File: src/inc/ctbx_pkg.sv
// shared constants and types for the branch/test/unpack/xor execution block
`default_nettype none
package ctbx_pkg;
  // opcodes
  localparam logic [7:0] OP_GE_LOOP_BYTE = 8'h5d;
  localparam logic [7:0] OP_GE_LOOP_HALF = 8'h1d;
  localparam logic [7:0] OP_NE_LOOP_BYTE = 8'h7d;
  localparam logic [7:0] OP_NE_LOOP_HALF = 8'h3d;
  localparam logic [7:0] OP_PROBE_BYTE = 8'h2b;
  localparam logic [7:0] OP_PROBE_HALF = 8'h2a;
  localparam logic [7:0] OP_PROBE_WORD = 8'h28;
  localparam logic [7:0] OP_BCD_SPREAD = 8'h0f;
  localparam logic [7:0] OP_EXOR_B2 = 8'hb7;
  localparam logic [7:0] OP_EXOR_H2 = 8'hb6;
  localparam logic [7:0] OP_EXOR_W2 = 8'hb4;
  localparam logic [7:0] OP_EXOR_B3 = 8'hf7;
  localparam logic [7:0] OP_EXOR_H3 = 8'hf6;
  localparam logic [7:0] OP_EXOR_W3 = 8'hf4;
  // operating-system opcodes (16 bit)
  localparam logic [15:0] OP_INVOKE_PS = 16'h30ac;
  localparam logic [15:0] OP_USER_INVOKE_PS = 16'h30c0;
  localparam logic [15:0] OP_RESUME_PRIOR = 16'h30c8;
  // nibble field positions of the spread result
  localparam int BCD_LO1_POS = 0;
  localparam int BCD_LO2_POS = 4;
  localparam int BCD_HI1_POS = 8;
  localparam int BCD_HI2_POS = 12;
  // reset values
  localparam logic [31:0] RST_WORD = 32'h0000_0000;

  typedef enum logic [1:0] {
    CTBX_SZ_BYTE = 2'b00,
    CTBX_SZ_HALF = 2'b01,
    CTBX_SZ_WORD = 2'b10
  } ctbx_size_t;

  typedef enum logic [2:0] {
    CTBX_MODE_PLAIN = 3'b000,
    CTBX_MODE_REG = 3'b001,
    CTBX_MODE_LITERAL = 3'b010,
    CTBX_MODE_IMMED = 3'b011,
    CTBX_MODE_EXPAND = 3'b100
  } ctbx_mode_t;

  typedef struct packed {
    logic n;
    logic z;
    logic c;
    logic v;
  } ctbx_flags_t;

  typedef struct packed {
    logic valid;
    logic [15:0] opcode;
    logic [31:0] src1;
    logic [31:0] src2;
    logic [31:0] dst_in;
    logic [15:0] disp;
    logic [31:0] pc;
    logic lt;
    logic eq;
    ctbx_mode_t src1_mode;
    ctbx_mode_t src2_mode;
    ctbx_mode_t dst_mode;
    ctbx_size_t dst_size;
  } ctbx_req_t;

  typedef struct packed {
    logic done;
    logic dst_we;
    logic [31:0] dst_out;
    logic pc_we;
    logic [31:0] pc_out;
    logic flags_we;
    ctbx_flags_t flags;
    logic exc_invalid_desc;
    logic exc_illegal_op;
    logic ps_explicit;
    logic ps_implicit;
  } ctbx_resp_t;
endpackage
`default_nettype wire

File: src/rtl/ctbx_loop_unit.sv
// decrement-and-test loop arithmetic for byte and halfword forms
`default_nettype none
module ctbx_loop_unit
  import ctbx_pkg::*;
(
  input wire logic half,
  input wire logic [31:0] dst_in,
  input wire logic [15:0] disp,
  input wire logic [31:0] pc,
  output logic [31:0] dec_val,
  output logic go_branch,
  output logic [31:0] target
);
  logic [15:0] dec16;
  logic [7:0] dec8;
  logic [31:0] sign_extend_disp;

  always_comb begin
    dec8 = dst_in[7:0] - 8'h01;
    dec16 = dst_in[15:0] - 16'h0001;
    sign_extend_disp = half ? {{16{disp[15]}}, disp} : {{24{disp[7]}}, disp[7:0]};
    go_branch = half ? ($signed(dec16) > $signed(16'hffff)) : ($signed(dec8) > $signed(8'hff));
    dec_val = half ? {dst_in[31:16], dec16} : {dst_in[31:8], dec8};
    target = pc + sign_extend_disp;
  end
endmodule
`default_nettype wire

File: src/rtl/ctbx_logic_unit.sv
// exclusive-or, nibble spread and probe flag arithmetic
`default_nettype none
module ctbx_logic_unit
  import ctbx_pkg::*;
(
  input wire ctbx_size_t size,
  input wire logic [31:0] a,
  input wire logic [31:0] b,
  output logic [31:0] exor_val,
  output logic [15:0] spread_val,
  output ctbx_flags_t exor_flags,
  output ctbx_flags_t probe_flags
);
  function automatic logic msb_of(input ctbx_size_t s, input logic [31:0] x);
    case (s)
      CTBX_SZ_BYTE: msb_of = x[7];
      CTBX_SZ_HALF: msb_of = x[15];
      default: msb_of = x[31];
    endcase
  endfunction

  function automatic logic [31:0] fit(input ctbx_size_t s, input logic [31:0] x);
    case (s)
      CTBX_SZ_BYTE: fit = {24'h000000, x[7:0]};
      CTBX_SZ_HALF: fit = {16'h0000, x[15:0]};
      default: fit = x;
    endcase
  endfunction

  logic [31:0] raw;

  always_comb begin
    raw = a ^ b;
    exor_val = fit(size, raw);
    exor_flags.n = msb_of(size, exor_val);
    exor_flags.z = (exor_val == RST_WORD);
    exor_flags.c = 1'b0;
    exor_flags.v = (raw != exor_val);
    probe_flags.n = msb_of(size, a);
    probe_flags.z = (fit(size, a) == RST_WORD);
    probe_flags.c = 1'b0;
    probe_flags.v = 1'b0;
    spread_val = 16'h0000;
    spread_val[BCD_HI1_POS +: 4] = a[7:4];
    spread_val[BCD_HI2_POS +: 4] = b[7:4];
    spread_val[BCD_LO1_POS +: 4] = a[3:0];
    spread_val[BCD_LO2_POS +: 4] = b[3:0];
  end
endmodule
`default_nettype wire

File: src/rtl/ctbx_exec.sv
// execution stage for loop branches, probes, nibble spread, exclusive-or and process switch events
// Behaviour
// - opcodes 0x5d and 0x1d are the byte and halfword greater-or-equal loop branch.
// - on less-than the loop decrements the destination and branches if the result exceeds -1.
// - the displacement is signed 8 bit for byte and signed 16 bit for halfword, sign extended.
// - loops fault invalid-descriptor on literal, immediate or expanded destination, flags untouched.
// - opcodes 0x7d and 0x3d are the not-equal loop, acting when equal holds.
// - opcodes 0x2b, 0x2a, 0x28 are probes writing only the flags.
// - probes set n from sign and z on zero, clear c and v, never fault.
// - spread puts the first source high nibble at 8-11 and the second at 12-15.
// - spread puts the first source low nibble at 0-3 and the second at 4-7.
// - spread keeps flags and faults on expanded operands or a literal or immediate destination.
// - opcodes 0xb7, 0xb6, 0xb4 replace the destination with destination xor source.
// - opcodes 0xf7, 0xf6, 0xf4 write second source xor first source.
// - exclusive-or sets n from msb, z on zero, clears c, sets v on truncation.
// - exclusive-or faults illegal-operand on a literal or immediate destination.
// - invoke, user invoke and resume opcodes raise an explicit process switch.
// - reset request, full interrupt or a switching exception raise an implicit process switch.
`default_nettype none
module ctbx_exec
  import ctbx_pkg::*;
(
  input wire logic ref_clk,
  input wire logic reset,
  input wire ctbx_req_t req,
  input wire logic reset_request,
  input wire logic full_irq_request,
  input wire logic switch_exception,
  output ctbx_resp_t resp
);
  ////////////////////////////////////////////////////////////////////////////
  // decode
  logic [7:0] op8;
  logic is_ge, is_ne, is_loop, loop_half, is_probe, is_spread, is_exor2, is_exor3, is_exor, is_os;
  ctbx_size_t op_size;

  assign op8 = req.opcode[7:0];

  always_comb begin
    is_ge = 1'b0;
    is_ne = 1'b0;
    loop_half = 1'b0;
    is_probe = 1'b0;
    is_spread = 1'b0;
    is_exor2 = 1'b0;
    is_exor3 = 1'b0;
    op_size = CTBX_SZ_WORD;
    is_os = 1'b0;
    if (req.opcode[15:8] != 8'h00) begin
      is_os = (req.opcode == OP_INVOKE_PS) || (req.opcode == OP_USER_INVOKE_PS) ||
              (req.opcode == OP_RESUME_PRIOR);
    end else begin
      case (op8)
        OP_GE_LOOP_BYTE: begin
          is_ge = 1'b1;
          op_size = CTBX_SZ_BYTE;
        end
        OP_GE_LOOP_HALF: begin
          is_ge = 1'b1;
          loop_half = 1'b1;
          op_size = CTBX_SZ_HALF;
        end
        OP_NE_LOOP_BYTE: begin
          is_ne = 1'b1;
          op_size = CTBX_SZ_BYTE;
        end
        OP_NE_LOOP_HALF: begin
          is_ne = 1'b1;
          loop_half = 1'b1;
          op_size = CTBX_SZ_HALF;
        end
        OP_PROBE_BYTE: begin
          is_probe = 1'b1;
          op_size = CTBX_SZ_BYTE;
        end
        OP_PROBE_HALF: begin
          is_probe = 1'b1;
          op_size = CTBX_SZ_HALF;
        end
        OP_PROBE_WORD: begin
          is_probe = 1'b1;
        end
        OP_BCD_SPREAD: begin
          is_spread = 1'b1;
          op_size = CTBX_SZ_HALF;
        end
        OP_EXOR_B2: begin
          is_exor2 = 1'b1;
          op_size = CTBX_SZ_BYTE;
        end
        OP_EXOR_H2: begin
          is_exor2 = 1'b1;
          op_size = CTBX_SZ_HALF;
        end
        OP_EXOR_W2: begin
          is_exor2 = 1'b1;
        end
        OP_EXOR_B3: begin
          is_exor3 = 1'b1;
          op_size = CTBX_SZ_BYTE;
        end
        OP_EXOR_H3: begin
          is_exor3 = 1'b1;
          op_size = CTBX_SZ_HALF;
        end
        OP_EXOR_W3: begin
          is_exor3 = 1'b1;
        end
        default: begin
          op_size = CTBX_SZ_WORD;
        end
      endcase
    end
  end

  assign is_loop = is_ge | is_ne;
  assign is_exor = is_exor2 | is_exor3;

  ////////////////////////////////////////////////////////////////////////////
  // datapath units
  logic [31:0] dec_val, target, exor_val, lu_a, lu_b;
  logic [15:0] spread_val;
  logic go_branch;
  ctbx_flags_t exor_flags, probe_flags;

  // two-operand xor uses destination as second source
  assign lu_a = req.src1;
  assign lu_b = is_exor2 ? req.dst_in : req.src2;

  ctbx_loop_unit u_loop (
    .half(loop_half),
    .dst_in(req.dst_in),
    .disp(req.disp),
    .pc(req.pc),
    .dec_val(dec_val),
    .go_branch(go_branch),
    .target(target)
  );

  ctbx_logic_unit u_logic (
    .size(op_size),
    .a(lu_a),
    .b(lu_b),
    .exor_val(exor_val),
    .spread_val(spread_val),
    .exor_flags(exor_flags),
    .probe_flags(probe_flags)
  );

  ////////////////////////////////////////////////////////////////////////////
  // operand mode checks
  function automatic logic lit_or_imm(input ctbx_mode_t m);
    lit_or_imm = (m == CTBX_MODE_LITERAL) || (m == CTBX_MODE_IMMED);
  endfunction

  logic loop_bad, spread_bad, exor_bad, loop_cond;

  always_comb begin
    loop_bad = lit_or_imm(req.dst_mode) || (req.dst_mode == CTBX_MODE_EXPAND);
    spread_bad = lit_or_imm(req.dst_mode) || (req.dst_mode == CTBX_MODE_EXPAND) ||
                 (req.src1_mode == CTBX_MODE_EXPAND) || (req.src2_mode == CTBX_MODE_EXPAND);
    exor_bad = lit_or_imm(req.dst_mode);
    loop_cond = is_ge ? req.lt : req.eq;
  end

  ////////////////////////////////////////////////////////////////////////////
  // result register
  ctbx_resp_t next_resp;

  always_comb begin
    next_resp = '0;
    next_resp.pc_out = req.pc;
    next_resp.dst_out = req.dst_in;
    if (req.valid) begin
      next_resp.done = 1'b1;
      next_resp.ps_explicit = is_os;
      if (is_loop) begin
        if (loop_bad) begin
          next_resp.exc_invalid_desc = 1'b1;
        end else if (loop_cond) begin
          next_resp.dst_we = 1'b1;
          next_resp.dst_out = dec_val;
          next_resp.pc_we = go_branch;
          next_resp.pc_out = go_branch ? target : req.pc;
        end
      end else if (is_probe) begin
        next_resp.flags_we = 1'b1;
        next_resp.flags = probe_flags;
      end else if (is_spread) begin
        if (spread_bad) begin
          next_resp.exc_invalid_desc = 1'b1;
        end else begin
          next_resp.dst_we = 1'b1;
          next_resp.dst_out = {16'h0000, spread_val};
        end
      end else if (is_exor) begin
        if (exor_bad) begin
          next_resp.exc_illegal_op = 1'b1;
        end else begin
          next_resp.dst_we = 1'b1;
          next_resp.dst_out = exor_val;
          next_resp.flags_we = 1'b1;
          next_resp.flags = exor_flags;
        end
      end
    end
  end

  always_ff @(posedge ref_clk) begin
    if (reset) begin
      resp <= '0;
    end else begin
      resp <= next_resp;
      resp.ps_implicit <= reset_request | full_irq_request | switch_exception;
    end
  end

  ////////////////////////////////////////////////////////////////////////////
  // checks
  loop_exc_a: assert property (@(posedge ref_clk) disable iff (reset)
    req.valid && is_loop && loop_bad |=> resp.exc_invalid_desc && !resp.flags_we && !resp.dst_we)
    else $error("loop bad mode not faulted");
  loop_branch_a: assert property (@(posedge ref_clk) disable iff (reset)
    req.valid && is_ge && !loop_bad && req.lt && !loop_half && req.dst_in[7:0] == 8'h05
    |=> resp.dst_we && resp.pc_we && resp.dst_out[7:0] == 8'h04)
    else $error("ge loop did not branch");
  loop_stop_a: assert property (@(posedge ref_clk) disable iff (reset)
    req.valid && is_loop && !loop_bad && loop_cond && !loop_half && req.dst_in[7:0] == 8'h00
    |=> resp.dst_we && !resp.pc_we)
    else $error("loop branched at minus one");
  ne_idle_a: assert property (@(posedge ref_clk) disable iff (reset)
    req.valid && is_ne && !req.eq |=> !resp.dst_we && !resp.pc_we)
    else $error("ne loop acted without equal");
  probe_flag_a: assert property (@(posedge ref_clk) disable iff (reset)
    req.valid && is_probe |=> resp.flags_we && !resp.dst_we && !resp.flags.c && !resp.flags.v &&
    !resp.exc_illegal_op && !resp.exc_invalid_desc)
    else $error("probe flags wrong");
  spread_val_a: assert property (@(posedge ref_clk) disable iff (reset)
    req.valid && is_spread && !spread_bad |=> resp.dst_out[15:0] ==
    {$past(req.src2[7:4]), $past(req.src1[7:4]), $past(req.src2[3:0]), $past(req.src1[3:0])})
    else $error("spread layout wrong");
  spread_flag_a: assert property (@(posedge ref_clk) disable iff (reset)
    req.valid && is_spread |=> !resp.flags_we)
    else $error("spread touched flags");
  exor_dst_a: assert property (@(posedge ref_clk) disable iff (reset)
    req.valid && is_exor && lit_or_imm(req.dst_mode) |=> resp.exc_illegal_op && !resp.dst_we)
    else $error("xor bad destination accepted");
  exor_word_a: assert property (@(posedge ref_clk) disable iff (reset)
    req.valid && is_exor2 && op8 == OP_EXOR_W2 && !exor_bad
    |=> resp.dst_out == ($past(req.src1) ^ $past(req.dst_in)) && !resp.flags.c)
    else $error("xor word result wrong");
  os_switch_a: assert property (@(posedge ref_clk) disable iff (reset)
    req.valid && req.opcode == OP_RESUME_PRIOR |=> resp.ps_explicit)
    else $error("explicit switch missed");
  implicit_a: assert property (@(posedge ref_clk) disable iff (reset)
    full_irq_request |=> resp.ps_implicit)
    else $error("implicit switch missed");
  ge_decode_a: assert property (@(posedge ref_clk) disable iff (reset)
    req.valid && req.opcode == {8'h00, OP_GE_LOOP_HALF} |-> is_ge && loop_half && !is_ne)
    else $error("ge loop opcode not decoded");
  ne_decode_a: assert property (@(posedge ref_clk) disable iff (reset)
    req.valid && req.opcode == {8'h00, OP_NE_LOOP_BYTE} |-> is_ne && !loop_half && !is_ge)
    else $error("ne loop opcode not decoded");
  half_branch_a: assert property (@(posedge ref_clk) disable iff (reset)
    req.valid && is_ge && loop_half && !loop_bad && req.lt && req.dst_in[15:0] == 16'h0001 &&
    req.disp == 16'h8000 |=> resp.pc_we && resp.pc_out == $past(req.pc) + 32'hffff_8000)
    else $error("halfword displacement not sign extended");
  half_stop_a: assert property (@(posedge ref_clk) disable iff (reset)
    req.valid && is_loop && loop_half && !loop_bad && loop_cond && req.dst_in[15:0] == 16'h0000
    |=> resp.dst_we && !resp.pc_we && resp.dst_out[15:0] == 16'hffff)
    else $error("halfword loop branched at minus one");
  probe_zero_a: assert property (@(posedge ref_clk) disable iff (reset)
    req.valid && is_probe && op_size == CTBX_SZ_WORD && req.src1 == 32'h0000_0000
    |=> resp.flags.z && !resp.flags.n)
    else $error("probe zero flag wrong");
  spread_low_a: assert property (@(posedge ref_clk) disable iff (reset)
    req.valid && is_spread && !spread_bad |=> resp.dst_out[31:16] == 16'h0000 &&
    resp.dst_out[7:0] == {$past(req.src2[3:0]), $past(req.src1[3:0])})
    else $error("spread low nibbles wrong");
  spread_fault_a: assert property (@(posedge ref_clk) disable iff (reset)
    req.valid && is_spread && spread_bad |=> resp.exc_invalid_desc && !resp.dst_we)
    else $error("spread bad descriptor accepted");
  exor_three_a: assert property (@(posedge ref_clk) disable iff (reset)
    req.valid && is_exor3 && op8 == OP_EXOR_W3 && !exor_bad
    |=> resp.dst_we && resp.dst_out == ($past(req.src2) ^ $past(req.src1)))
    else $error("three operand xor result wrong");
  exor_flag_a: assert property (@(posedge ref_clk) disable iff (reset)
    req.valid && is_exor && !exor_bad
    |=> resp.flags_we && !resp.flags.c && resp.flags.z == (resp.dst_out == 32'h0000_0000))
    else $error("xor flags wrong");
  exor_trunc_a: assert property (@(posedge ref_clk) disable iff (reset)
    req.valid && is_exor2 && op8 == OP_EXOR_B2 && !exor_bad &&
    (req.src1[31:8] ^ req.dst_in[31:8]) != 24'h000000 |=> resp.flags.v)
    else $error("xor truncation not flagged");
  ps_quiet_a: assert property (@(posedge ref_clk) disable iff (reset)
    !reset_request && !full_irq_request && !switch_exception |=> !resp.ps_implicit)
    else $error("implicit switch without event");
endmodule
`default_nettype wire

File: config.mk
export PLATFORM = sky130hd
export DESIGN_NAME = ctbx_exec
export DESIGN_NICKNAME = d
export VERILOG_FILES = /design/src/inc/ctbx_pkg.sv /design/src/rtl/ctbx_loop_unit.sv /design/src/rtl/ctbx_logic_unit.sv /design/src/rtl/ctbx_exec.sv
export SDC_FILE = /design/constraint.sdc
export NUM_CORES = 1
export LEC_CHECK = 0
export BUFFER_PORTS_ARGS = -buffer_cell sky130_fd_sc_hd__buf_4
export CELL_PAD_IN_SITES_DETAIL_PLACEMENT = 1
export CELL_PAD_IN_SITES_GLOBAL_PLACEMENT = 2
export CORE_UTILIZATION = 27
export CTS_CLUSTER_SIZE = 8
export DETAILED_ROUTE_END_ITERATION = 6
export HOLD_SLACK_MARGIN = 0.1
export PLACE_DENSITY_LB_ADDON = 0.1
export SLEW_MARGIN = 0
export SYNTH_ARGS = -nofsm -noshare
export SYNTH_HDL_FRONTEND = slang
export SYNTH_SLANG_ARGS = --single-unit
File: constraint.sdc
create_clock -name ref_clk -period 5.88 [get_ports ref_clk]
set_input_delay 0.588 -clock ref_clk [delete_from_list [all_inputs] [get_ports ref_clk]]
set_output_delay 0.588 -clock ref_clk [all_outputs]
set_load 0.03 [all_outputs]
---- Word level (Yosys, flattened, before mapping) ----
Index checks and enable logic that the tools add are counted.
storage, ports and cells
  output and inout bits ................... 76
  logic and storage cells ................. 128
  register bits ........................... 76
  input port bits ......................... 179
operators by class
  $add $sub $neg .......................... 3
  bitwise gates (word level) .............. 10
  mux-type cells .......................... 51
  reductions and logical operators ........ 24
  eq/ne operators ......................... 24
  order comparisons ....................... 2
operators with widths
  cell                                                                              number
  33-bit two-way mux                                                                7
  66-bit two-way mux                                                                2
  32-bit one-hot mux with 2 select lines                                            2
  32-bit two-way mux                                                                3
  75-bit two-way mux                                                                1
  32-bit zero test                                                                  2
  16-bit by 14-bit equality test with 1-bit output, second input constant           3
  8-bit equality test, second input constant                                        6
  32-bit adder                                                                      1
  8-bit by 6-bit equality test with 1-bit output, second input constant             4
  32-bit inequality test                                                            1
  32-bit XOR                                                                        1
  1-bit two-way mux                                                                 25
  5-bit two-way mux                                                                 5
  8-bit by 7-bit equality test with 1-bit output, second input constant             2
  16-bit by 1-bit greater-than comparator with 1-bit output, second input constant  1
  16-bit two-way mux                                                                1
  16-bit by 1-bit subtractor with 16-bit output, second input constant              1
  3-bit OR reduction                                                                5
  6-bit OR reduction                                                                2
  5-bit OR reduction                                                                2
  3-bit equality test, second input constant                                        3
  8-bit by 4-bit equality test with 1-bit output, second input constant             1
  8-bit by 5-bit equality test with 1-bit output, second input constant             1
  other kinds (14)                                                                  32

---- Depth between registers and ports, before layout ----
Gate-level depths: netlist (run 1).
  depth in word-level cells ............... 14
  gate-level depth with buffers ........... 18
  depth with buffers taken out ............ 15

---- Modules after synthesis ----
From an unflattened synthesis (run 1), not the netlist that was laid out.
second synthesis, totals
  cell total of the unflattened synthesis .. 983
  area, all modules ....................... 7424.6 um^2
modules (own cells, without submodules)
  module           area each (um^2)  cells each  instances  sequential area each (um^2)
  ctbx_exec        4211.5            522         1          1521.5
  ctbx_loop_unit   2398.6            349         1          0.0
  ctbx_logic_unit  814.5             112         1          0.0

---- Least setup slack after synthesis (run 1) ----
No wires, ideal clock.
  kind .................................... in2reg
  start point ............................. input req[158] in the netlist's numbering
  end point ............................... register resp[39] in the netlist's numbering
  data arrival time ....................... 4.300 ns
  setup slack ............................. 1.458 ns
  path buffers ............................ 2
  cell stages on the path ................. 17
  setup time .............................. 0.122 ns
  required time ........................... 5.758 ns
  cell sequence ........................... nand2b_1 or4b_1 buf_2 o31ai_4 a21boi_2 inv_1 ha_1 clkbuf_1 a21o_1 a21oi_1 o21ai_0 a21o_1 a21oi_1 o21ai_0 a21boi_0 mux2_2 a311o_1
between the ends
  cells in the longest elaborated chain, start to end .. 11
  elaborated cells between the ends (all ways) .. 23
  those cells by class .................... add/sub (1); eq/ne (4); mux (14); bitwise (1); reduce/logical (3)
RTL lines
  what                                                                                                              line                  RTL
  start, declared                                                                                                   ctbx_exec.sv:25       input wire ctbx_req_t req,
  8-bit by 6-bit equality test with 1-bit output or 8-bit by 5-bit equality test with 1-bit output (tied branches)  ctbx_exec.sv:53       case (op8)
  2-bit OR reduction (no line)                                                                                      n/a
  1-bit two-way mux                                                                                                 ctbx_exec.sv:53
  1-bit two-way mux                                                                                                 ctbx_exec.sv:49       if (req.opcode[15:8] != 8'h00) begin
  32-bit two-way mux                                                                                                ctbx_loop_unit.sv:21  sign_extend_disp = half ? {{16{disp[15]}}, disp} : {{24{disp[7]}}, disp[7:0]};
  32-bit adder                                                                                                      ctbx_loop_unit.sv:24  target = pc + sign_extend_disp;
  32-bit two-way mux                                                                                                ctbx_exec.sv:184      next_resp.pc_out = go_branch ? target : req.pc;
  66-bit two-way mux                                                                                                ctbx_exec.sv:180      end else if (loop_cond) begin
  66-bit two-way mux                                                                                                ctbx_exec.sv:178      if (loop_bad) begin
  33-bit two-way mux *                                                                                              ctbx_exec.sv:177      if (is_loop) begin
  75-bit two-way mux *                                                                                              ctbx_exec.sv:174      if (req.valid) begin
  end signal, assigned                                                                                              ctbx_exec.sv:213      resp <= next_resp;
  end, declared                                                                                                     ctbx_exec.sv:29       output ctbx_resp_t resp
Every way passes the cells marked *; elsewhere a longest branch is shown, timed or not.
A chain may end at the register's enable or synchronous reset.

---- Worst setup path in the final report (run 1) ----
Ends and elaborated chain as after synthesis.

==> impl_metrics.csv, run 1 <==
group,metric,value,unit
synth,synth_compound_area_share,25.6,%
critical_path,arrival,5.19,ns
clock_network,root_buffer,"clkbuf_16",
hold_path,hold_depth,3,
clock_network,cts_max_level,3,
power_and_ir_drop,pwr_density_cell,195,nW/um2
critical_path,path_max_fanout,16,
grt,grt_pass1_vias,7369,
critical_path,crit_path_start_kind,"input pin",
grt,gr-total-overflow,0,
power_and_ir_drop,p_leak,3.79,nW
critical_path,end_kind,"register",
synth,syn_inst,849,
grt,grt_usage,21.1,%
cells_and_area,final_core_util,38.5,%
placed_design,numPortBuffers,251,
cells_and_area,syn_to_final_growth,38.2,%
clock_network,clk_pin_slew_worst_paths,0.07,ns
synth,synth.distinct_cells,78,
cells_and_area,final_common_cell,"buf_4",
sta,slew_viol_final,0,
synth,synth_adder_area_share,6.76,%
placed_design,dp_hpwl,20100,um
clock_network,ctsResizeCount,0,
floorplan,initial_core_util,27.9,%
synth,synth-seq-cells,75,
power_and_ir_drop,vdd_drop_max,0.000142,V
synth,synth_mux_area_share,4.73,%
grt,grt_max_degree,62,
route,drt-pass1-iter-count,4,
grt,grt_pass1_wl,40100,um
floorplan,floorplan.rows,55,
route,ant_nets,0,
sta,worst_slew_pin_slew,0.897,ns
cells_and_area,layout_common_cells,"258 x buf_4, 108 x nand2_1, 77 x a21oi_1",
cells_and_area,num_antenna_cells,0,
cells_and_area,largest_reg_flops,75,
floorplan,core-area,23000,um2
cells_and_area,top_regs,"resp (75)",
hold_path,hold_path.class,"input pin to register",
hold_path,hold_path_end,"resp[0]",
sta,fmax,202,MHz
sta,rsz0062_at_grt,"false",
synth,syn_avg_cell_area,7.55,um2
hold_path,holdCritStartpoint,"switch_exception",
synth,async_flop_share,0,%
route,via_per_inst,5.08,
sta,setup_viol,0,
synth,synth_edf_count,0,
sta,tns,0,ns
critical_path,critical_path_class,"input pin to register",
sta,period_share,84.2,%
clock_network,tritoncts,"done",
floorplan,dieArea,24300,um2
synth,yosys.area_share.simple,27.0,%
clock_network,post-cts-setup-buffers,0,
power_and_ir_drop,finalPower,0.00173,W
flow_run,drv_cap,0,
synth,yosysSeqAreaShare,23.4,%
synth,synth_top_family_by_area,"simple AND/OR/NAND/NOR gates",
sta,relSlewSlack,39.7,%
clock_network,clock-sinks,75,
route,routed_wl,25300,um
placed_design,gp_congestion,0.800,
cells_and_area,drive_above_1_share,27.4,%
floorplan,fp.dieW,156,um
status,status,"completed",
route,wl_per_cell,18.3,um
floorplan,die_y,156,um
sta,finalCriticalPeriod,4.95,ns
clock_network,cts_hold_buf,0,
route,first_iter_violations,241,
route,drc,0,
cells_and_area,max_flop_register,"resp",
synth,ys.flop_type,"dfxtp_1",
synth,synth-xor-area-share,7.79,%
grt,antenna_found_initial,0,
floorplan,ios,255,
synth,yosys_warnings,0,
cells_and_area,final_nets,1281,
route,vias,7039,
synth,synth.cell_area,6410,um2
synth,syn-num-nets,1062,
sta,final_hold_viol_count,0,
critical_path,worstPathRequired,6.12,ns
clock_network,clockBufferDepth,2,
clock_network,cts_inserted_buffers,9,
critical path, cell delays in order:
cell and delay, ns:
buf_4 0.12, nand2b_1 0.22, or4b_1 0.75, o31ai_4 0.47
a21boi_2 0.36, inv_1 0.36, ha_1 0.50, a21o_1 0.20
a21oi_1 0.12, o21ai_0 0.09, a21o_1 0.20, a21oi_1 0.14
o21ai_0 0.14, a21boi_0 0.25, mux2_2 0.36, a311o_1 0.31
metal layers:
metal	GRT usage, %	vias to the layer above	wire length (um)
met5	0	-	0
li1	-	3553	-
met2	36.5	161	12200
met3	3.69	18	1120
met1	27.1	3307	11700
met4	4.44	0	261
cell usage after synthesis (3+ instances only):
| master | number | area (um2) |
|---|---|---|
| xor2_1 | 10 | 87.6 |
| nand2b_1 | 13 | 81.3 |
| nand4_1 | 13 | 81.3 |
| o21ai_1 | 6 | 30.0 |
| nor3_1 | 19 | 95.1 |
| nand3_1 | 19 | 95.1 |
| o21ai_0 | 34 | 170 |
| a21oi_1 | 77 | 385 |
| a22oi_1 | 17 | 128 |
| and3_1 | 5 | 31.3 |
| o211ai_1 | 9 | 67.6 |
| a2111oi_0 | 3 | 26.3 |
| mux2i_1 | 28 | 280 |
| clkbuf_1 | 31 | 116 |
| a22o_1 | 3 | 26.3 |
| nor4b_1 | 3 | 26.3 |
| buf_2 | 15 | 75.1 |
| and2_1 | 3 | 18.8 |
| a221oi_1 | 7 | 61.3 |
| inv_1 | 21 | 78.8 |
| o221ai_1 | 4 | 35.0 |
| a211o_1 | 5 | 43.8 |
| nor4_1 | 18 | 113 |
| o21a_1 | 6 | 45.0 |
| dfxtp_1 | 75 | 1500 |
| a31oi_1 | 8 | 50.1 |
| o31a_1 | 3 | 26.3 |
| o21bai_1 | 4 | 30.0 |
| and4_1 | 3 | 26.3 |
| a21o_1 | 18 | 135 |
| nor2b_1 | 26 | 163 |
| nand2_1 | 108 | 405 |
| a221o_1 | 4 | 40.0 |
| o22ai_1 | 11 | 68.8 |
| a211oi_1 | 3 | 22.5 |
| ha_1 | 33 | 413 |
| or4_1 | 7 | 52.6 |
| or3_1 | 11 | 68.8 |
| nor4_2 | 3 | 37.5 |
| nor3b_1 | 5 | 37.5 |
| nor2_1 | 64 | 240 |
| xnor2_1 | 47 | 412 |
logic make-up (layout without fill, tap and decap cells):
| kind of cell | count (synthesis) | count (layout) |
|---|---|---|
| buffers and inverters | 72 | 296 |
| other | 1 | 1 |
| multiplexers | 30 | 30 |
| AO/OA/AOI/OAI | 247 | 247 |
| flip-flops | 75 | 75 |
| AND/OR/NAND/NOR | 333 | 333 |
| adder cells (fa/ha/maj) | 34 | 34 |
| XOR/XNOR | 57 | 57 |
cell type report:
class / instances / area [um2]
Clock buffer: 12 / 256
Sequential cell: 75 / 1500
Inverter: 22 / 82.6
Fill cell: 2873 / 14100
Tap cell: 313 / 392
Timing Repair Buffer: 258 / 1940
Multi-Input combinational cell: 702 / 4610
Clock inverter: 4 / 72.6
through the flow:
step | area, um2 | setup WS [ns] | std cells | hold WS, ns
6_report | 8850 | 0.931 | 1386 | 0.466
5_1_grt | 8850 | 0.512 | 1386 | 0.488
4_1_cts | 8850 | 0.916 | 1386 | 0.455
3_5_place_dp | 8530 | 0.551 | 1370 | 0.818
3_3_place_gp | 8530 | 0.568 | 1370 | 0.800
2_1_floorplan | 6410 | 1.46 | 849 | 0.708
worst max path at each step:
stage          startpoint  endpoint  cells past startpoint
6_report         req[158]  resp[39]                     16
5_1_grt          req[158]  resp[39]                     16
4_1_cts          req[158]  resp[39]                     17
3_5_place_dp     req[158]  resp[39]                     17
3_3_place_gp     req[158]  resp[39]                     17
2_1_floorplan    req[158]  resp[39]                     17
power by group:
group,internal (W),switching (W),leakage (nW),total (W)
sequential,0.000534,0.00000663,0.623,0.000540
combinational,0.000242,0.000301,3.01,0.000543
clock,0.000395,0.000247,0.159,0.000642
total,0.00117,0.000555,3.79,0.00173
Power figures use the tool's default switching activity.
==> inputs of run 2 (changes only) <==
Settings changed: CORE_UTILIZATION 27 to 24.
Clock period 5.88 ns to 3.99 ns, I/O delays scaled along.
==> run 2 against run 1 <==
Non-clock buffer count is 90 higher. Sequential power is 47% higher. Global-route usage shrank 1.0 points. Worst setup slack got worse by 0.74 ns. First-iteration DRC count grew 4.6%. Die area up 12%. Wire length is 8.1% higher. The run now ends with design-rule violations left. Combinational power rose by 67%. Design area increased by 8.8%. Clock power increased by 59%. Power is 57% higher. Highest routed layer unchanged.
==> impl_metrics.csv, run 2 (synthesis results as in run 1) <==
group,metric,value,unit
grt,grt_max_degree,39,
sta,rsz0062_at_grt,"false",
hold_path,hold_depth,3,
critical_path,arrival,4.04,ns
cells_and_area,max_flop_register,"resp",
cells_and_area,largest_reg_flops,75,
sta,fmax,263,MHz
cells_and_area,num_antenna_cells,0,
clock_network,cts_hold_buf,0,
sta,setup_viol,0,
placed_design,dp_hpwl,22000,um
power_and_ir_drop,p_leak,4.26,nW
route,first_iter_violations,252,
cells_and_area,final_nets,1371,
cells_and_area,final_common_cell,"buf_4",
sta,relSlewSlack,51.6,%
status,violations,"design-rule violations",
placed_design,numPortBuffers,251,
clock_network,root_buffer,"clkbuf_16",
floorplan,die_y,165,um
hold_path,hold_path.class,"input pin to register",
critical_path,end_kind,"register",
cells_and_area,syn_to_final_growth,50.4,%
critical_path,critical_path_class,"input pin to register",
critical_path,crit_path_start_kind,"input pin",
sta,finalCriticalPeriod,3.80,ns
clock_network,clk_pin_slew_worst_paths,0.07,ns
grt,grt_usage,20.1,%
cells_and_area,layoutNonFillerInstCount,1498,
status,status,"finished, violations left",
grt,antenna_found_initial,0,
sta,slew_viol_final,0,
placed_design,dp.cells,1482,
floorplan,initial_core_util,24.5,%
grt,grt_pass1_vias,7667,
hold_path,hold_path_end,"resp[0]",
route,wl_per_cell,18.3,um
critical_path,cp-startpoint,"req[158]",
route,drt-pass1-iter-count,7,
cells_and_area,top_regs,"resp (75)",
clock_network,clock-sinks,75,
floorplan,dieArea,27300,um2
route,routed_wl,27400,um
cells_and_area,drive_above_1_share,33.5,%
hold_path,holdCritStartpoint,"switch_exception",
sta,final_hold_viol_count,0,
sta,worst_slew_pin_slew,0.726,ns
flow_run,drv_cap,0,
floorplan,ios,255,
clock_network,cts_max_level,3,
critical_path,worstPathRequired,4.23,ns
grt,gr-total-overflow,0,
route,drc,20,
route,vias,7419,
floorplan,floorplan.rows,59,
floorplan,core-area,26100,um2
clock_network,tritoncts,"done",
placed_design,dpl_cell_area,9280,um2
critical_path,path_max_fanout,11,
sta,period_share,95.3,%
placed_design,gp_congestion,0.787,
cells_and_area,finalInstanceArea,9640,um2
cells_and_area,layout_common_cells,"346 x buf_4, 108 x nand2_1, 76 x a21oi_1",
route,via_per_inst,4.95,
grt,grt_pass1_wl,42200,um
power_and_ir_drop,finalPower,0.00272,W
clock_network,clockBufferDepth,2,
clock_network,cts_inserted_buffers,9,
power_and_ir_drop,vdd_drop_max,0.000139,V
power_and_ir_drop,pwr_density_cell,282,nW/um2
route,ant_nets,0,
floorplan,fp.dieW,165,um
==> run 2: final cells by class <==
| cell class | count | area [um2] |
|---|---|---|
| well taps | 335 | 419 |
| multi-input cells | 702 | 4650 |
| inverters | 22 | 85.1 |
| clock inverters | 7 | 124 |
| fillers | 3229 | 16500 |
| repair buffers | 348 | 2630 |
| clock buffers | 9 | 225 |
| flip-flops and latches | 75 | 1500 |
==> run 2: report_power, final <==
part	leakage, nW	switching (W)	internal (W)	total, W
registers	0.623	0.0000104	0.000786	0.000796
logic	3.47	0.000471	0.000434	0.000905
clock network	0.167	0.000397	0.000618	0.00102
total	4.26	0.000879	0.00184	0.00272
==> run 2: worst max-delay path, stage by stage <==
cell and delay [ns]:
buf_4 0.11, nand2b_4 0.13, or4b_4 0.58, o31ai_4 0.27, buf_6 0.15, a21boi_4 0.22, inv_4 0.10, buf_4 0.15
ha_4 0.21, a21o_1 0.17, a21oi_1 0.14, o21ai_0 0.10, a21o_1 0.20, a21oi_1 0.14, o21ai_1 0.11, a21boi_1 0.19
mux2_2 0.35, a311o_1 0.31
==> run 2: how the worst max path moves through the flow <==
stage                           to  slack, ns
after global routing      resp[39]      0.001
after global placement    resp[39]      -0.29
after CTS                 resp[39]       0.02
after floorplan           resp[39]      0.009
final                     resp[39]       0.19
after detailed placement  resp[39]      -0.36
==> run 2: repair_timing <==
action	CTS	global route
setup buffers	0	0
endpoints found under the setup margin	0	4
resized for setup	0	2
==> run 2: stage by stage <==
| stage | setup slack [ns] | util [%] | hold slack, ns | setup TNS [ns] |
|---|---|---|---|---|
| after floorplan | 0.00883 | - | 0.519 | 0 |
| after global placement | -0.287 | 35.5 | 0.613 | -0.962 |
| after detailed placement | -0.362 | 35.5 | 0.627 | -1.30 |
| after CTS | 0.0178 | 36.9 | 0.256 | 0 |
| after global routing | 0.00118 | 36.9 | 0.304 | 0 |
| final | 0.188 | 36.9 | 0.273 | 0 |
==> run 2: routing by layer <==
layer	wire, um	global-route usage [%]	up-vias	part of all wire, %
li1	-	-	3730	-
met1	12800	26.8	3500	47
met2	12900	33.8	174	47
met3	1360	3.20	15	5.0
met4	293	4.13	0	1.1
met5	0	0	-	0
==> inputs of run 3 (changes only) <==
--- a/config.mk
+++ b/config.mk
@@ -9,5 +9,5 @@
 export CELL_PAD_IN_SITES_DETAIL_PLACEMENT = 1
 export CELL_PAD_IN_SITES_GLOBAL_PLACEMENT = 2
-export CORE_UTILIZATION = 24
+export CORE_UTILIZATION = 25
 export CTS_CLUSTER_SIZE = 8
 export DETAILED_ROUTE_END_ITERATION = 6
@@ -17,3 +17,4 @@
 export SYNTH_ARGS = -nofsm -noshare
 export SYNTH_HDL_FRONTEND = slang
+export SYNTH_HIERARCHICAL = 1
 export SYNTH_SLANG_ARGS = --single-unit
==> constraint.sdc (replaced) <==
create_clock -name ref_clk -period 3.99 [get_ports ref_clk]
set_input_delay 0.5985 -clock ref_clk [delete_from_list [all_inputs] [get_ports ref_clk]]
set_output_delay 0.5985 -clock ref_clk [all_outputs]
set_load 0.03 [all_outputs]
==> run 3 against run 2 <==
The flow now finishes without violations. Clock-buffer cell count up 2. Global-route usage rose by 0.10 points. Via count rose by 9.0%.
==> impl_metrics.csv, run 3 <==
group,metric,value,unit
status,status,"completed",
hold_path,hold_path_end,"resp[0]",
cells_and_area,layout_common_cells,"341 x buf_4, 158 x nand2_1, 102 x a21oi_1",
sta,relSlewSlack,37.7,%
grt,grt_usage,20.2,%
route,wl_per_cell,18.8,um
power_and_ir_drop,pwr_density_cell,253,nW/um2
sta,worst_slew_pin_slew,0.926,ns
synth,synth_most_common_cell,"nand2_1",
synth,synth_area_leaders,"dfxtp_1 20%, nand2_1 8.0%, a21oi_1 6.9%, mux2_2 5.5%, ha_1 5.4%",
floorplan,initial_core_util,25.7,%
synth,ys.flop_type,"dfxtp_1",
cells_and_area,finalInstanceArea,10300,um2
critical_path,path_cells,"buf_4 > nor4_4 > and2_4 > nand2_1 > nor2_4 > nand2b_1 > a21boi_4 > inv_4 > buf_4 > ha_1 > and3_1 > nand3_1 > o311ai_1 > nand2_1 > o311ai_1 > nand2_1 > a21oi_1",
critical_path,end_kind,"register",
sta,final_hold_viol_count,0,
power_and_ir_drop,combinationalPowerShare,37.8,%
route,routed_wl,30800,um
cells_and_area,final_nets,1461,
clock_network,root_buffer,"clkbuf_16",
sta,setup_viol,0,
floorplan,die_y,174,um
route,ant_nets,0,
power_and_ir_drop,power_switching,0.000917,W
grt,grt_pass1_vias,8485,
synth,yosys_warnings,6,
synth,yosysSeqAreaShare,20.5,%
placed_design,gp_congestion,0.851,
route,drt-pass1-iter-count,4,
sta,rsz0062_at_grt,"false",
cells_and_area,num_antenna_cells,0,
sta,fmax,272,MHz
clock_network,tritoncts,"done",
cells_and_area,syn_to_final_growth,38.9,%
flow_run,drv_cap,0,
route,first_iter_violations,301,
synth,synth-seq-cells,76,
hold_path,hold_depth,3,
floorplan,ios,255,
grt,antenna_found_initial,0,
power_and_ir_drop,p_seq_share,30.9,%
sta,period_share,92.3,%
synth,synth_edf_count,0,
cells_and_area,max_flop_register,"resp",
cells_and_area,drive_above_1_share,34.5,%
sta,finalCriticalPeriod,3.68,ns
floorplan,dieArea,30400,um2
cells_and_area,final_common_cell,"buf_4",
floorplan,core-area,28900,um2
floorplan,fp.dieW,174,um
synth,synth_top_area_cell,"dfxtp_1",
cells_and_area,top_regs,"resp (76)",
cells_and_area,largest_reg_flops,76,
clock_network,post-cts-setup-buffers,0,
synth,syn_inst,983,
critical_path,crit_path_start_kind,"input pin",
power_and_ir_drop,finalPower,0.00261,W
cells_and_area,final_core_util,35.6,%
critical_path,max_stage_delay,0.42,ns
power_and_ir_drop,intPower,0.00169,W
power_and_ir_drop,p_leak,4.54,nW
critical_path,critical_path_class,"input pin to register",
clock_network,clock-sinks,76,
floorplan,floorplan.rows,62,
cells_and_area,fillers,3593,
critical_path,path_common_cell,"nand2_1",
placed_design,numPortBuffers,252,
hold_path,hold_path.class,"input pin to register",
sta,slew_viol_final,0,
synth,synth_top_area_share,20.5,%
power_and_ir_drop,vdd_drop_max,0.000143,V
placed_design,dpl_cell_area,10000,um2
route,via_per_inst,4.94,
critical_path,arrival,3.96,ns
grt,grt_max_degree,43,
placed_design,dp_hpwl,24200,um
clock_network,clockBufferDepth,2,
clock_network,cts_hold_buf,0,
clock_network,clk_pin_slew_worst_paths,0.06,ns
power_and_ir_drop,p_clk_share,31.4,%
synth,synth.cell_area,7420,um2
synth,synth_common_cells,"158 x nand2_1, 103 x a21oi_1, 76 x dfxtp_1",
synth,syn_avg_cell_area,7.55,um2
critical_path,slowest_stage,"o311ai_1",
clock_network,cts_max_level,3,
grt,gr-total-overflow,0,
hold_path,holdCritStartpoint,"switch_exception",
critical_path,path_max_fanout,12,
synth,synth.distinct_cells,86,
power_and_ir_drop,swShare,35.2,%
critical_path,worstPathRequired,4.27,ns
route,drc,0,
route,vias,8085,
grt,grt_pass1_wl,47900,um
clock_network,cts_inserted_buffers,9,
synth,async_flop_share,0,%
run 3: changes by cell type after synthesis, sizes merged, moves of 12 or more:
cell    change
a221oi     +12
nand2      +50
a22oi      -13
mux2       +37
nor2b      -19
a21oi      +25
xor2       +29
and2       +15
buf        +43
mux2i      -13
xnor2      -14
run 3: what timing repair did:
action                                 4_1_cts  5_1_grt
endpoints found under the hold margin        0        0
resized for setup                            0        2
setup endpoints to repair                    0        1
run 3: worst max path at each step:
stage	start	endpoint	slack, ns
final	req[169]	resp[40]	0.31
after global routing	req[167]	resp[39]	0.03
after CTS	req[169]	resp[39]	0.20
after detailed placement	req[169]	resp[39]	-0.15
after global placement	req[167]	resp[39]	-0.12
after floorplan	req[167]	resp[39]	-0.004
run 3: area by class of cell:
class                      count  area (um2)  share of cell area [%]
tap                          384         480                    4.66
multi-input combinational    803        5380                    52.1
clock buffer                  11         243                    2.35
inverter                      16        62.6                   0.607
timing repair buffer         343        2600                    25.2
clock inverter                 4        26.3                   0.255
sequential                    76        1520                    14.8
run 3: critical path, delay by kind of cell:
| kind | cells | cell delay, ns |
|---|---|---|
| simple gates | 9 | 1.57 |
| compound gates | 4 | 1.02 |
| buf+inv | 3 | 0.40 |
| fa+ha+maj | 1 | 0.35 |
run 3: cell families (layout without fill, tap and decap cells):
kind of cell / count (synthesis) / after routing / share of synthesized area (%)
AO/OA/AOI/OAI: 278 / 278 / 24.6
XOR/XNOR: 72 / 72 / 8.59
adder cells (fa/ha/maj): 33 / 33 / 5.66
buffers and inverters: 106 / 374 / 8.04
flip-flops: 76 / 76 / 20.5
multiplexers: 54 / 54 / 7.94
other: 1 / 3 / 0.0505
AND/OR/NAND/NOR: 363 / 363 / 24.6
run 3: power by group through the flow:
| stage | logic (W) | registers (W) | clock network (W) |
|---|---|---|---|
| after global placement | 0.000987 | 0.000821 | 0 |
| after CTS | 0.000993 | 0.000805 | 0.000857 |
| after global routing | 0.00108 | 0.000807 | 0.000884 |
| final | 0.000984 | 0.000804 | 0.000818 |
| after floorplan | 0.000482 | 0.000893 | 0 |
| after detailed placement | 0.000987 | 0.000822 | 0 |
run 3: metal layers:
| metal | track usage [%] | share of wire, % | vias to the layer above |
|---|---|---|---|
| met4 | 3.98 | 1.1 | 0 |
| met2 | 36.0 | 49 | 169 |
| li1 | - | - | 4075 |
| met1 | 25.0 | 45 | 3816 |
| met5 | 0 | 0 | - |
| met3 | 3.83 | 4.4 | 25 |
run 3: per-stage QoR:
step | hold slack, ns | std cells | TNS [ns] | setup slack [ns]
after floorplan | 0.708 | 985 | -0.00398 | -0.00398
after global placement | 0.808 | 1622 | -0.189 | -0.119
after detailed placement | 0.817 | 1622 | -0.519 | -0.151
after CTS | 0.444 | 1637 | 0 | 0.203
after global routing | 0.481 | 1637 | 0 | 0.0267
final | 0.462 | 1637 | 0 | 0.308
